## config.mk

```make
export PLATFORM = sky130hd
export DESIGN_NAME = stc_timer
export DESIGN_NICKNAME = d
export VERILOG_FILES = /design/src/verilog/stc_prescaler.v /design/src/verilog/stc_channel.v /design/src/verilog/stc_timer.v
export VERILOG_INCLUDE_DIRS = /design/src /design/src/verilog
export SDC_FILE = /design/constraint.sdc
export NUM_CORES = 1
export LEC_CHECK = 0
export BUFFER_PORTS_ARGS = -buffer_cell sky130_fd_sc_hd__buf_2
export CORE_MARGIN = 2
export CORE_UTILIZATION = 65
export CTS_BUF_LIST = sky130_fd_sc_hd__clkbuf_8
export DETAILED_ROUTE_END_ITERATION = 7
export PLACE_DENSITY_LB_ADDON = 0.05
export SLEW_MARGIN = 20
export SYNTH_ARGS = -nofsm -noshare
export SYNTH_HDL_FRONTEND = slang
export SYNTH_SLANG_ARGS = --single-unit
```

## constraint.sdc

```tcl
create_clock -name clk_sys -period 7.07 [get_ports clk_sys]
set_clock_uncertainty 0.2 [all_clocks]
set_input_delay 1.7675 -clock clk_sys [delete_from_list [all_inputs] [get_ports clk_sys]]
set_output_delay 1.7675 -clock clk_sys [all_outputs]
set_load 0.02 [all_outputs]
```

## src/verilog/stc_map.vh

```
`ifndef STC_MAP_VH
`define STC_MAP_VH

// ----------------------------------------
// register byte offsets
// ----------------------------------------
`define STC_OFS_CTRL1     12'h000
`define STC_OFS_CTRL2     12'h004
`define STC_OFS_CTRL5     12'h008
`define STC_OFS_CTRL6     12'h00C
`define STC_OFS_EVENT_CONTROL_REGISTER    12'h010
`define STC_OFS_FLAGS     12'h014
`define STC_OFS_TALLY     12'h020
`define STC_OFS_CYCLE     12'h024
`define STC_OFS_CYCLE_STG 12'h028
`define STC_OFS_MATCH0    12'h030
`define STC_OFS_STG0      12'h040

// ----------------------------------------
// field positions
// ----------------------------------------
`define STC_CTRL1_ENABLE  0
`define STC_CTRL1_PSC_LSB 1
`define STC_CTRL1_PSC_MSB 3
`define STC_CTRL2_WAVE_LSB 0
`define STC_CTRL2_WAVE_MSB 2
`define STC_CTRL2_OE_LSB  4
`define STC_CTRL5_DOWN    0
`define STC_CTRL5_LOCK    1
`define STC_CTRL6_CYCV    0
`define STC_CTRL6_MV_LSB  1
`define STC_EV_A_ENABLE   0
`define STC_FLAG_PEAK     0
`define STC_FLAG_ZERO     1
`define STC_FLAG_M_LSB    4

// ----------------------------------------
// modes and reset values
// ----------------------------------------
`define STC_WAVE_NORMAL   3'h0
`define STC_WAVE_FREQ     3'h1
`define STC_WAVE_SINGLE   3'h3
`define STC_WAVE_DUAL_TOP 3'h5
`define STC_RST_CYCLE     16'hFFFF
`define STC_RST_ZERO16    16'h0000

`endif

```

## src/verilog/stc_prescaler.v

```verilog
`timescale 1ns/1ps
module stc_prescaler (
    input wire clk_sys,     // peripheral clock
    input wire rst_n,       // async reset, active low
    input wire run,         // counter enabled
    input wire [2:0] sel,   // prescale select
    output reg tick         // one-cycle prescaled pulse
);
    reg [9:0] div;
    reg hit;
    // ----------------------------------------
    // divide by 1,2,4,8,16,64,256,1024
    // ----------------------------------------
    always @* begin
        case (sel)
            3'h0: hit = 1'b1;
            3'h1: hit = div[0];
            3'h2: hit = &div[1:0];
            3'h3: hit = &div[2:0];
            3'h4: hit = &div[3:0];
            3'h5: hit = &div[5:0];
            3'h6: hit = &div[7:0];
            default: hit = &div[9:0];
        endcase
    end
    always @(posedge clk_sys or negedge rst_n) begin
        if (!rst_n) begin
            div <= 10'h000;
            tick <= 1'b0;
        end else begin
            div <= run ? div + 10'h001 : 10'h000;
            tick <= run & hit;
        end
    end
endmodule

```

## src/verilog/stc_channel.v

```verilog
`timescale 1ns/1ps
`include "stc_map.vh"
module stc_channel (
    input wire clk_sys,        // peripheral clock
    input wire rst_n,          // async reset, active low
    input wire tick,           // timer tick
    input wire [15:0] tally,   // tally value
    input wire [15:0] cmp,     // active match value
    input wire [2:0] wave,     // wave shape select
    input wire down,           // counting down
    input wire at_zero,        // tally at zero point
    input wire restart,        // force output low
    output reg match_pend,     // tally equals match value now
    output reg wave_out        // generated waveform level
);
    wire eq = (tally == cmp);
    always @* begin
        match_pend = eq;
    end
    always @(posedge clk_sys or negedge rst_n) begin
        if (!rst_n) begin
            wave_out <= 1'b0;
        end else if (restart) begin
            wave_out <= 1'b0;
        end else if (tick) begin
            // the tick that leaves the matching count applies it
            case (wave)
                `STC_WAVE_FREQ:
                    if (eq)
                        wave_out <= ~wave_out;
                `STC_WAVE_SINGLE:
                    if (eq)
                        wave_out <= 1'b0;
                    else if (at_zero)
                        wave_out <= 1'b1;
                `STC_WAVE_DUAL_TOP:
                    if (eq)
                        wave_out <= down;
                    else if (at_zero)
                        wave_out <= 1'b1;
                default:
                    wave_out <= wave_out;
            endcase
        end
    end
endmodule

```

## src/verilog/stc_timer.v

```verilog
`timescale 1ns/1ps
`include "stc_map.vh"
module stc_timer (
    input wire clk_sys,        // 200 MHz peripheral clock
    input wire rst_n,          // async reset, active low
    input wire psel,           // apb select
    input wire penable,        // apb access phase
    input wire pwrite,         // apb write
    input wire [11:0] paddr,   // apb byte address
    input wire [31:0] pwdata,  // apb write data
    output reg [31:0] prdata,  // apb read data
    output reg pready,         // apb ready
    output reg pslverr,        // apb error, unmapped address
    input wire event_a,        // event input a, async
    output reg [2:0] wave_out, // waveform levels
    output reg [2:0] pin_override, // pin taken by waveform
    output reg [2:0] match_irq // per channel interrupt level
);
    // ----------------------------------------
    // registers
    // ----------------------------------------
    reg enable;
    reg [2:0] prescale_select;
    reg [2:0] wave_shape_select;
    reg [2:0] channel_output_enable;
    reg down;
    reg lock_refresh;
    reg event_input_a_enable;
    reg [2:0] match_irq_en;
    reg [15:0] tally_value;
    reg [15:0] cycle_length;
    reg [15:0] cycle_length_staging;
    reg cycle_staging_valid;
    reg [15:0] match_value [0:2];
    reg [15:0] match_value_staging [0:2];
    reg [2:0] match_staging_valid;
    reg [2:0] match_flag;
    reg peak_flag;
    reg zero_flag;
    reg ev_s1;
    reg ev_s2;
    reg ev_s3;
    reg [31:0] next_rdata;
    reg next_err;

    // ----------------------------------------
    // address decode
    // ----------------------------------------
    function hit_addr;
        input [11:0] a;
        input [11:0] ofs;
        begin
            hit_addr = (a == ofs);
        end
    endfunction

    wire access = psel & penable & ~pready;
    wire wr = access & pwrite;
    wire wr_ctrl1 = wr & hit_addr(paddr, `STC_OFS_CTRL1);
    wire wr_ctrl2 = wr & hit_addr(paddr, `STC_OFS_CTRL2);
    wire wr_ctrl5 = wr & hit_addr(paddr, `STC_OFS_CTRL5);
    wire wr_ctrl6 = wr & hit_addr(paddr, `STC_OFS_CTRL6);
    wire wr_ev = wr & hit_addr(paddr, `STC_OFS_EVENT_CONTROL_REGISTER);
    wire wr_flags = wr & hit_addr(paddr, `STC_OFS_FLAGS);
    wire wr_tally = wr & hit_addr(paddr, `STC_OFS_TALLY);
    wire wr_cycle = wr & hit_addr(paddr, `STC_OFS_CYCLE);
    wire wr_cstg = wr & hit_addr(paddr, `STC_OFS_CYCLE_STG);

    // ----------------------------------------
    // tick sources
    // ----------------------------------------
    wire psc_tick;
    stc_prescaler u_psc (
        .clk_sys(clk_sys),
        .rst_n(rst_n),
        .run(enable),
        .sel(prescale_select),
        .tick(psc_tick)
    );

    // event pin passes two flops; third flop only for the edge
    always @(posedge clk_sys or negedge rst_n) begin
        if (!rst_n) begin
            ev_s1 <= 1'b0;
            ev_s2 <= 1'b0;
            ev_s3 <= 1'b0;
        end else begin
            ev_s1 <= event_a;
            ev_s2 <= ev_s1;
            ev_s3 <= ev_s2;
        end
    end
    wire ev_tick = ev_s2 & ~ev_s3;
    wire timer_tick = enable &
        (event_input_a_enable ? ev_tick : psc_tick);

    // ----------------------------------------
    // boundary detection
    // ----------------------------------------
    wire at_zero = (tally_value == `STC_RST_ZERO16);
    wire at_max = &tally_value;
    wire at_peak = (tally_value == cycle_length);
    // dual slope turns at the peak, so it transfers at zero whatever the heading
    wire dual = (wave_shape_select == `STC_WAVE_DUAL_TOP);
    wire xfer_pt = timer_tick &
        (dual ? at_zero : (down ? at_zero : at_peak));
    wire xfer = xfer_pt & ~lock_refresh;
    // a tally past the peak while up still wraps at all-ones
    wire up_wrap = at_peak | at_max;

    // ----------------------------------------
    // counter
    // ----------------------------------------
    always @(posedge clk_sys or negedge rst_n) begin
        if (!rst_n) begin
            tally_value <= `STC_RST_ZERO16;
        end else if (wr_tally) begin
            tally_value <= pwdata[15:0];
        end else if (timer_tick) begin
            if (dual) begin
                if (!down && at_peak)
                    tally_value <= tally_value - 16'h0001;
                else if (down && at_zero)
                    tally_value <= 16'h0001;
                else if (down)
                    tally_value <= tally_value - 16'h0001;
                else
                    tally_value <= tally_value + 16'h0001;
            end else if (down) begin
                tally_value <= at_zero ? cycle_length :
                    tally_value - 16'h0001;
            end else begin
                tally_value <= up_wrap ? `STC_RST_ZERO16 :
                    tally_value + 16'h0001;
            end
        end
    end

    // ----------------------------------------
    // control and staging
    // ----------------------------------------
    integer i;
    // own index per process: one driver each
    integer j;
    always @(posedge clk_sys or negedge rst_n) begin
        if (!rst_n) begin
            enable <= 1'b0;
            prescale_select <= 3'h0;
            wave_shape_select <= `STC_WAVE_NORMAL;
            channel_output_enable <= 3'h0;
            down <= 1'b0;
            lock_refresh <= 1'b0;
            event_input_a_enable <= 1'b0;
            match_irq_en <= 3'h0;
            cycle_length <= `STC_RST_CYCLE;
            cycle_length_staging <= `STC_RST_CYCLE;
            cycle_staging_valid <= 1'b0;
            match_staging_valid <= 3'h0;
            for (i = 0; i < 3; i = i + 1) begin
                match_value[i] <= `STC_RST_ZERO16;
                match_value_staging[i] <= `STC_RST_ZERO16;
            end
        end else begin
            if (wr_ctrl1) begin
                enable <= pwdata[`STC_CTRL1_ENABLE];
                prescale_select <=
                    pwdata[`STC_CTRL1_PSC_MSB:`STC_CTRL1_PSC_LSB];
            end
            if (wr_ctrl2) begin
                wave_shape_select <=
                    pwdata[`STC_CTRL2_WAVE_MSB:`STC_CTRL2_WAVE_LSB];
                channel_output_enable <= pwdata[6:4];
            end
            if (wr_ctrl5) begin
                down <= pwdata[`STC_CTRL5_DOWN];
                lock_refresh <= pwdata[`STC_CTRL5_LOCK];
            end
            if (dual && timer_tick && !down && at_peak)
                down <= 1'b1;
            else if (dual && timer_tick && down && at_zero)
                down <= 1'b0;
            if (wr_ev) begin
                event_input_a_enable <= pwdata[`STC_EV_A_ENABLE];
                match_irq_en <= pwdata[6:4];
            end
            // cycle length: transfer then direct write
            if (xfer && cycle_staging_valid) begin
                cycle_length <= cycle_length_staging;
            end
            if (wr_cycle)
                cycle_length <= pwdata[15:0];
            if (wr_cstg)
                cycle_length_staging <= pwdata[15:0];
            // staging write beats the clear at the same edge
            if (wr_cstg)
                cycle_staging_valid <= 1'b1;
            else if (wr_ctrl6)
                cycle_staging_valid <= pwdata[`STC_CTRL6_CYCV];
            else if (xfer)
                cycle_staging_valid <= 1'b0;
            for (i = 0; i < 3; i = i + 1) begin
                if (xfer && match_staging_valid[i])
                    match_value[i] <= match_value_staging[i];
                if (wr && paddr == `STC_OFS_MATCH0 + 4 * i)
                    match_value[i] <= pwdata[15:0];
                if (wr && paddr == `STC_OFS_STG0 + 4 * i) begin
                    match_value_staging[i] <= pwdata[15:0];
                    match_staging_valid[i] <= 1'b1;
                end else if (wr_ctrl6) begin
                    match_staging_valid[i] <=
                        pwdata[`STC_CTRL6_MV_LSB + i];
                end else if (xfer) begin
                    match_staging_valid[i] <= 1'b0;
                end
            end
        end
    end

    // ----------------------------------------
    // channels and flags
    // ----------------------------------------
    wire [2:0] ch_pend;
    wire [2:0] ch_wave;
    genvar g;
    generate
        for (g = 0; g < 3; g = g + 1) begin : gen_ch
            stc_channel u_ch (
                .clk_sys(clk_sys),
                .rst_n(rst_n),
                .tick(timer_tick),
                .tally(tally_value),
                .cmp(match_value[g]),
                .wave(wave_shape_select),
                .down(down),
                .at_zero(at_zero),
                .restart(1'b0),
                .match_pend(ch_pend[g]),
                .wave_out(ch_wave[g])
            );
        end
    endgenerate

    always @(posedge clk_sys or negedge rst_n) begin
        if (!rst_n) begin
            match_flag <= 3'h0;
            peak_flag <= 1'b0;
            zero_flag <= 1'b0;
            wave_out <= 3'h0;
            pin_override <= 3'h0;
            match_irq <= 3'h0;
        end else begin
            // flags rise at the tick that leaves the boundary or match,
            // so software sees them with the count already one past;
            // hardware set wins over write-one-to-clear
            for (j = 0; j < 3; j = j + 1)
                match_flag[j] <= (timer_tick & ch_pend[j]) |
                    (match_flag[j] &
                    ~(wr_flags & pwdata[`STC_FLAG_M_LSB + j]));
            peak_flag <= (timer_tick & at_peak) |
                (peak_flag & ~(wr_flags & pwdata[`STC_FLAG_PEAK]));
            zero_flag <= (timer_tick & at_zero) |
                (zero_flag & ~(wr_flags & pwdata[`STC_FLAG_ZERO]));
            match_irq <= match_flag & match_irq_en;
            wave_out <= ch_wave;
            pin_override <= (wave_shape_select != `STC_WAVE_NORMAL) ?
                channel_output_enable : 3'h0;
        end
    end

    // ----------------------------------------
    // apb read mux and answer
    // ----------------------------------------
    always @* begin
        next_rdata = 32'h0000_0000;
        next_err = 1'b0;
        case (paddr)
            `STC_OFS_CTRL1: next_rdata = {28'h000_0000,
                prescale_select, enable};
            `STC_OFS_CTRL2: next_rdata = {25'h000_0000,
                channel_output_enable, 1'b0, wave_shape_select};
            `STC_OFS_CTRL5: next_rdata = {30'h0000_0000,
                lock_refresh, down};
            `STC_OFS_CTRL6: next_rdata = {28'h000_0000,
                match_staging_valid, cycle_staging_valid};
            `STC_OFS_EVENT_CONTROL_REGISTER: next_rdata = {25'h000_0000,
                match_irq_en, 3'h0, event_input_a_enable};
            `STC_OFS_FLAGS: next_rdata = {25'h000_0000,
                match_flag, 2'h0, zero_flag, peak_flag};
            `STC_OFS_TALLY: next_rdata = {16'h0000, tally_value};
            `STC_OFS_CYCLE: next_rdata = {16'h0000, cycle_length};
            `STC_OFS_CYCLE_STG: next_rdata = {16'h0000,
                cycle_length_staging};
            12'h030: next_rdata = {16'h0000, match_value[0]};
            12'h034: next_rdata = {16'h0000, match_value[1]};
            12'h038: next_rdata = {16'h0000, match_value[2]};
            12'h040: next_rdata = {16'h0000, match_value_staging[0]};
            12'h044: next_rdata = {16'h0000, match_value_staging[1]};
            12'h048: next_rdata = {16'h0000, match_value_staging[2]};
            default: next_err = 1'b1;
        endcase
    end

    // one wait state: ready rises in the second access cycle
    always @(posedge clk_sys or negedge rst_n) begin
        if (!rst_n) begin
            pready <= 1'b0;
            prdata <= 32'h0000_0000;
            pslverr <= 1'b0;
        end else begin
            pready <= access;
            pslverr <= access & next_err;
            if (access && !pwrite)
                prdata <= next_rdata;
        end
    end
endmodule

```

==> out/metrics.csv, run 1 <==
metric,value,unit
run status,"complete, no violations",
TritonCTS Buffers,38,
P&R area growth vs syn,7.84,%
Tcrit/Tclk final,65.0,%
Die H,145,um
sequential share of the synthesized area,41.7,%
drt wl/cell,25.3,um
Final Hold Fails,0,
clock insertion delay at the later pin of the skew report,0.55,ns
reg2reg end,tally_value[12]$_DFFE_PN0P_,
DRC errors left,0,
core area,19500,um2
total gr overflow,0,
post-synthesis register bit count,213,
FF-to-FF Start,pready$_DFF_PN0_,
CP Launch Point,paddr[1],
Post-Syn Area per Cell,9.26,um2
"Max FO, Critical Path",17,
first-pass GRT wire length,64.6,mm
Die Width,145,um
Max Freq,218,MHz
peak supply drop,0.137,mV
initial antenna violation count,0,
WP data required,7.29,ns
Vias,11600,
min-delay worst type,reg -> reg,
Crit Path Class,in -> reg,
total wire length,42.6,mm
ys flop type,dfrtp_1,
distinct cell type count after synthesis,80,
Yosys top cell area share,35.2,%
I/O Pins,93,
n_diodes,0,
Via density,6.91,
CTS hold repair buffers,0,
clock sinks,213,
DRT iter0 DRCs,1252,
"commonest cells after routing, fill and taps aside","dfrtp_1, nand2_1, nand3_1",
area of the multi-input gates,6930,um2
CTS root buffer,clkbuf_8,
Synth area leaders,"dfrtp_1, mux2_2, dfstp_2",
Startpoint Class,input pin,
Die Area,20900,um2
Routability Congestion,1.09,
post_cts resized,0,
HP Start,ev_s1$_DFF_PN0_,
Clock transition at path regs,0.06,ns
Final TNS setup,0,ns
Total Nets Final,1448,
"Arr. time, crit path",4.82,ns
post-synthesis cell area,12900,um2
vias in the first global route,10800,
Slew headroom,24.7,%
Leak,6.16,nW
layout cells sized above 1,19.8,%
RSZ-0062 raised after global routing,no,
power density over the cells,189,nW/um2
worst hold slack,0.160,ns
setup violators final,0,
FF-to-FF path depth,6,
YS warnings,0,
min Tclk post-route,4.60,ns
Post-synth ARST share,100,%
placed wire-length estimate,29.2,mm
remaining antenna violation count,0,
count of input and output buffers,60,
Max Root-Sink Buffers,3,
Max-cap violations,0,
All-Layer GR Usage,41.4,%
register area,5370,um2
Rows,51,
number of synthesized flops with an enable pin,0,
Fillers,1538,
Syn Inst Count,1389,
"Endpoint, Worst Hold",ev_s2$_DFF_PN0_,
CTS tree,yes,
Final Max Slew Viols,0,
htree depth,2,
post-synth top area cell,dfrtp_1,
register-to-register setup slack,3.69,ns
Hold Crit Depth,0,
"commonest non-fill, non-tap cell in the layout",dfrtp_1,
Worst Tran Pin Value,1.13,ns
DRT Pass-1 Iters,6,
Initial Util,66.1,%
largest net degree at the start of global routing,144,
# Post-CTS Setup Buffers,0,
critical path capture point type,flop,
-- synth_stat cells, types with 20 or more instances --
library cell  instances
nand4_1              29
mux2_2               83
dfstp_2              32
nand2_1             176
a31oi_1              36
dfrtp_1             181
buf_2                27
xnor2_1              81
mux2i_1              36
nand3_1             137
o21ai_0              55
nor2_1               74
nor3_1               24
buf_1                22
clkbuf_1             59
buf_4                20
a21oi_1              39
-- where the power goes --
part	internal, mW	switching [mW]	total, mW	leakage [nW]
Combinational	0.0655	0.191	0.256	2.97
Clock	0.608	0.528	1.14	0.441
Sequential	1.23	0.00402	1.23	2.75
Total	1.90	0.723	2.62	6.16
-- per-stage QoR --
step | utilization [%] | instance area, um2 | std cells | setup WS (ns) | total power, mW
after detailed placement | 67.5 | 13100 | 1618 | 2.07 | 1.50
after global placement | 67.4 | 13100 | 1618 | 1.97 | 1.50
after floorplan | - | 12900 | 1404 | 3.22 | 1.41
after CTS | 71.3 | 13900 | 1685 | 2.61 | 2.62
final | 71.3 | 13900 | 1685 | 2.47 | 2.62
after global routing | 71.3 | 13900 | 1685 | 2.46 | 2.70
-- how the worst max path moves through the flow --
stage,to,cells after the start
after detailed placement,match_value_staging[20]$_DFFE_PN0P_,6
after global routing,prdata[15]$_DFFE_PN0P_,7
after global placement,match_value_staging[32]$_DFFE_PN0P_,6
after CTS,match_value_staging[13]$_DFFE_PN0P_,6
final,match_value_staging[22]$_DFFE_PN0P_,6
after floorplan,match_value_staging[39]$_DFFE_PN0P_,6
-- cells by family (layout without fill, tap and decap cells) --
logic type | count (synthesis) | in the layout | share of synthesized area, %
AND/OR/NAND/NOR | 541 | 541 | 21.3
AO/OA/AOI/OAI | 275 | 275 | 14.7
flip-flops | 213 | 213 | 41.7
buffers and inverters | 138 | 154 | 4.95
multiplexers | 123 | 123 | 10.5
XOR/XNOR | 92 | 92 | 6.26
adder cells (fa/ha/maj) | 6 | 6 | 0.564
other | 1 | 16 | 0.0291
-- critical path, stage by stage --
cell and delay [ns]:
buf_2 0.11, or4_1 0.64, nor2_2 0.62, nand2_2 0.32, nor3_4 0.94, mux2_2 0.42
-- per-layer routing --
| metal | track usage, % | share of wire (%) | up-vias |
|---|---|---|---|
| met4 | 21.0 | 5.4 | 0 |
| li1 | - | - | 5034 |
| met1 | 57.9 | 40 | 5670 |
| met3 | 8.92 | 11 | 153 |
| met2 | 61.1 | 44 | 785 |
| met5 | 0 | 0 | - |
-- registers in the layout, indices dropped and copies added (netlist names), 10 cells and up --
name	cells
cycle_length	16
cycle_length_staging	16
match_value	48
match_value_staging	48
prdata	16
tally_value	16
u_psc.div	10
-- cell type report --
cell class	count	share of cell area, %
Inverter	7	0.189
Sequential cell	213	38.7
Clock buffer	44	4.36
Tap cell	265	2.39
Multi-Input combinational cell	1053	50.0
Clock inverter	23	0.974
Timing Repair Buffer	80	3.41
No activity file was read; power rests on OpenSTA's default activity.
==> run 2: changes to the inputs <==
--- a/config.mk
+++ b/config.mk
@@ -8,7 +8,7 @@
 export LEC_CHECK = 0
 export BUFFER_PORTS_ARGS = -buffer_cell sky130_fd_sc_hd__buf_2
 export CORE_MARGIN = 2
-export CORE_UTILIZATION = 65
+export CORE_UTILIZATION = 63
 export CTS_BUF_LIST = sky130_fd_sc_hd__clkbuf_8
 export DETAILED_ROUTE_END_ITERATION = 7
 export PLACE_DENSITY_LB_ADDON = 0.05
==> constraint.sdc (replaced) <==
create_clock -name clk_sys -period 4.28 [get_ports clk_sys]
set_clock_uncertainty 0.2 [all_clocks]
set_input_delay 1.07 -clock clk_sys [delete_from_list [all_inputs] [get_ports clk_sys]]
set_output_delay 1.07 -clock clk_sys [all_outputs]
set_load 0.02 [all_outputs]
==> run 2 against run 1 <==
  * Clock power up 57%
  * Design area up 1.9%
  * Sequential share of layout area down 0.73 points
  * Hold slack worse by 0.0043 ns
==> out/metrics.csv, run 2 (synthesis results as in run 1) <==
metric,value,unit,change
run status,"complete, no violations",,
Routability Congestion,1.03,,-5.1%
"Arr. time, crit path",3.71,ns,-1.11 ns
DRT Pass-1 Iters,6,,unchanged
DRT iter0 DRCs,1460,,+17%
first-pass GRT wire length,67.1,mm,+3.9%
Final Hold Fails,0,,unchanged
clock insertion delay at the later pin of the skew report,0.54,ns,about the same
Via density,6.87,,-0.57%
Slew headroom,18.7,%,-6.0 points
worst hold slack,0.156,ns,-0.00426 ns
WP buf/inv,0,,-1
HP Start,ev_s1$_DFF_PN0_,,
"Max FO, Critical Path",16,,-1
register-to-register setup slack,0.76,ns,-2.93 ns
P&R area growth vs syn,9.91,%,
Max Freq,284,MHz,
min-delay worst type,reg -> reg,,
"commonest cells after routing, fill and taps aside","dfrtp_1, nand2_1, nand3_1",,
FF-to-FF Start,tally_value[4]$_DFFE_PN0P_,,
DRC errors left,0,,unchanged
Top Family by Delay on Critical Path,simple AND/OR/NAND/NOR gates,,
"commonest non-fill, non-tap cell in the layout",dfrtp_1,,
htree depth,2,,unchanged
Crit Path Class,reg -> reg,,
core area,20200,um2,+3.6%
count of input and output buffers,60,,unchanged
placed wire-length estimate,31.0,mm,+6.1%
Tcrit/Tclk final,82.2,%,
Final Max Slew Viols,0,,unchanged
Crit path top cell by count,o21ai_0,,
WP data required,4.47,ns,-2.82 ns
Final TNS setup,0,ns,unchanged
Vias,11800,,+1.6%
drt wl/cell,25.4,um,+0.56%
Initial Util,63.8,%,-2.3 points
power density over the cells,302,nW/um2,+60%
clock sinks,213,,unchanged
CTS root buffer,clkbuf_8,,
Startpoint Class,flop,,
Clock transition at path regs,0.07,ns,about the same
CTS hold repair buffers,0,,unchanged
total wire length,43.7,mm,+2.7%
setup violators final,0,,unchanged
Worst Tran Pin Value,1.21,ns,+0.0827 ns
initial antenna violation count,0,,unchanged
Total Nets Final,1489,,+2.8%
post_cts resized,0,,unchanged
Crit-path slowest cell,nor4_4,,
"critical path, cell by cell","xnor2_1, nand4_1, nor4_4, o21ai_0, o21ai_0, o21ai_0",,
Max Root-Sink Buffers,3,,unchanged
layout cells sized above 1,21.8,%,+2.1 points
n_diodes,0,,unchanged
Die Width,147,um,+1.5%
largest net degree at the start of global routing,105,,-27%
vias in the first global route,11000,,+1.5%
I/O Pins,93,,unchanged
top flop regs,"match_value x48, match_value_staging x48",,
total gr overflow,0,,unchanged
Leak,6.31,nW,+2.6%
All-Layer GR Usage,40.7,%,-0.69 points
TritonCTS Buffers,38,,unchanged
critical path capture point type,flop,,
min Tclk post-route,3.52,ns,
CP Launch Point,tally_value[4]$_DFFE_PN0P_,,
Rows,52,,+2.0%
RSZ-0062 raised after global routing,no,,
CTS tree,yes,,
Max-cap violations,0,,unchanged
Die H,147,um,+1.5%
# Post-CTS Setup Buffers,0,,unchanged
Die Area,21600,um2,+3.1%
CP max stage delay,0.92,ns,-0.02 ns
remaining antenna violation count,0,,unchanged
peak supply drop,0.271,mV,+98%
-- run 2: power breakdown --
group,switching [mW],internal [mW]
clock,0.822,0.972
combinational,0.302,0.117
sequential,0.0337,2.03
total,1.16,3.11
-- run 2: final cells by class --
type | count | area (um2)
clock buffers | 47 | 647
clock inverters | 10 | 41.3
fillers | 1602 | 6030
inverters | 7 | 26.3
multi-input cells | 1053 | 6920
flip-flops and latches | 213 | 5370
well taps | 270 | 338
repair buffers | 121 | 801
-- run 2: final timing paths --
path,cells past startpoint,end
setup / recovery,6,tally_value[5]$_DFFE_PN0P_
hold / removal,0,ev_s2$_DFF_PN0_
setup reg to reg,6,tally_value[5]$_DFFE_PN0P_
hold reg to reg,0,ev_s2$_DFF_PN0_
max in group asynchronous,2,cycle_length[14]$_DFFE_PN1P_
min in group asynchronous,1,u_psc.div[7]$_DFF_PN0_
-- run 2: through the flow --
stage               std cells  setup WS, ns  utilization [%]  cell area [um2]  power [mW]
global placement         1663         0.573             66.6            13400        2.49
detailed placement       1663         0.505             66.6            13400        2.49
finish                   1721         0.762             70.1            14100        4.27
CTS                      1720         0.869             70.0            14100        4.27
floorplan                1404          1.13                -            12900        2.33
global route             1721         0.704             70.1            14100        4.40
-- run 2: layer usage --
metal / track usage, % / vias to the layer above / wire length, um
li1: - / 5110 / -
met3: 7.55 / 154 / 5170
met5: 0 / - / 0
met2: 62.7 / 822 / 19500
met1: 57.5 / 5737 / 17100
met4: 16.2 / 0 / 2000
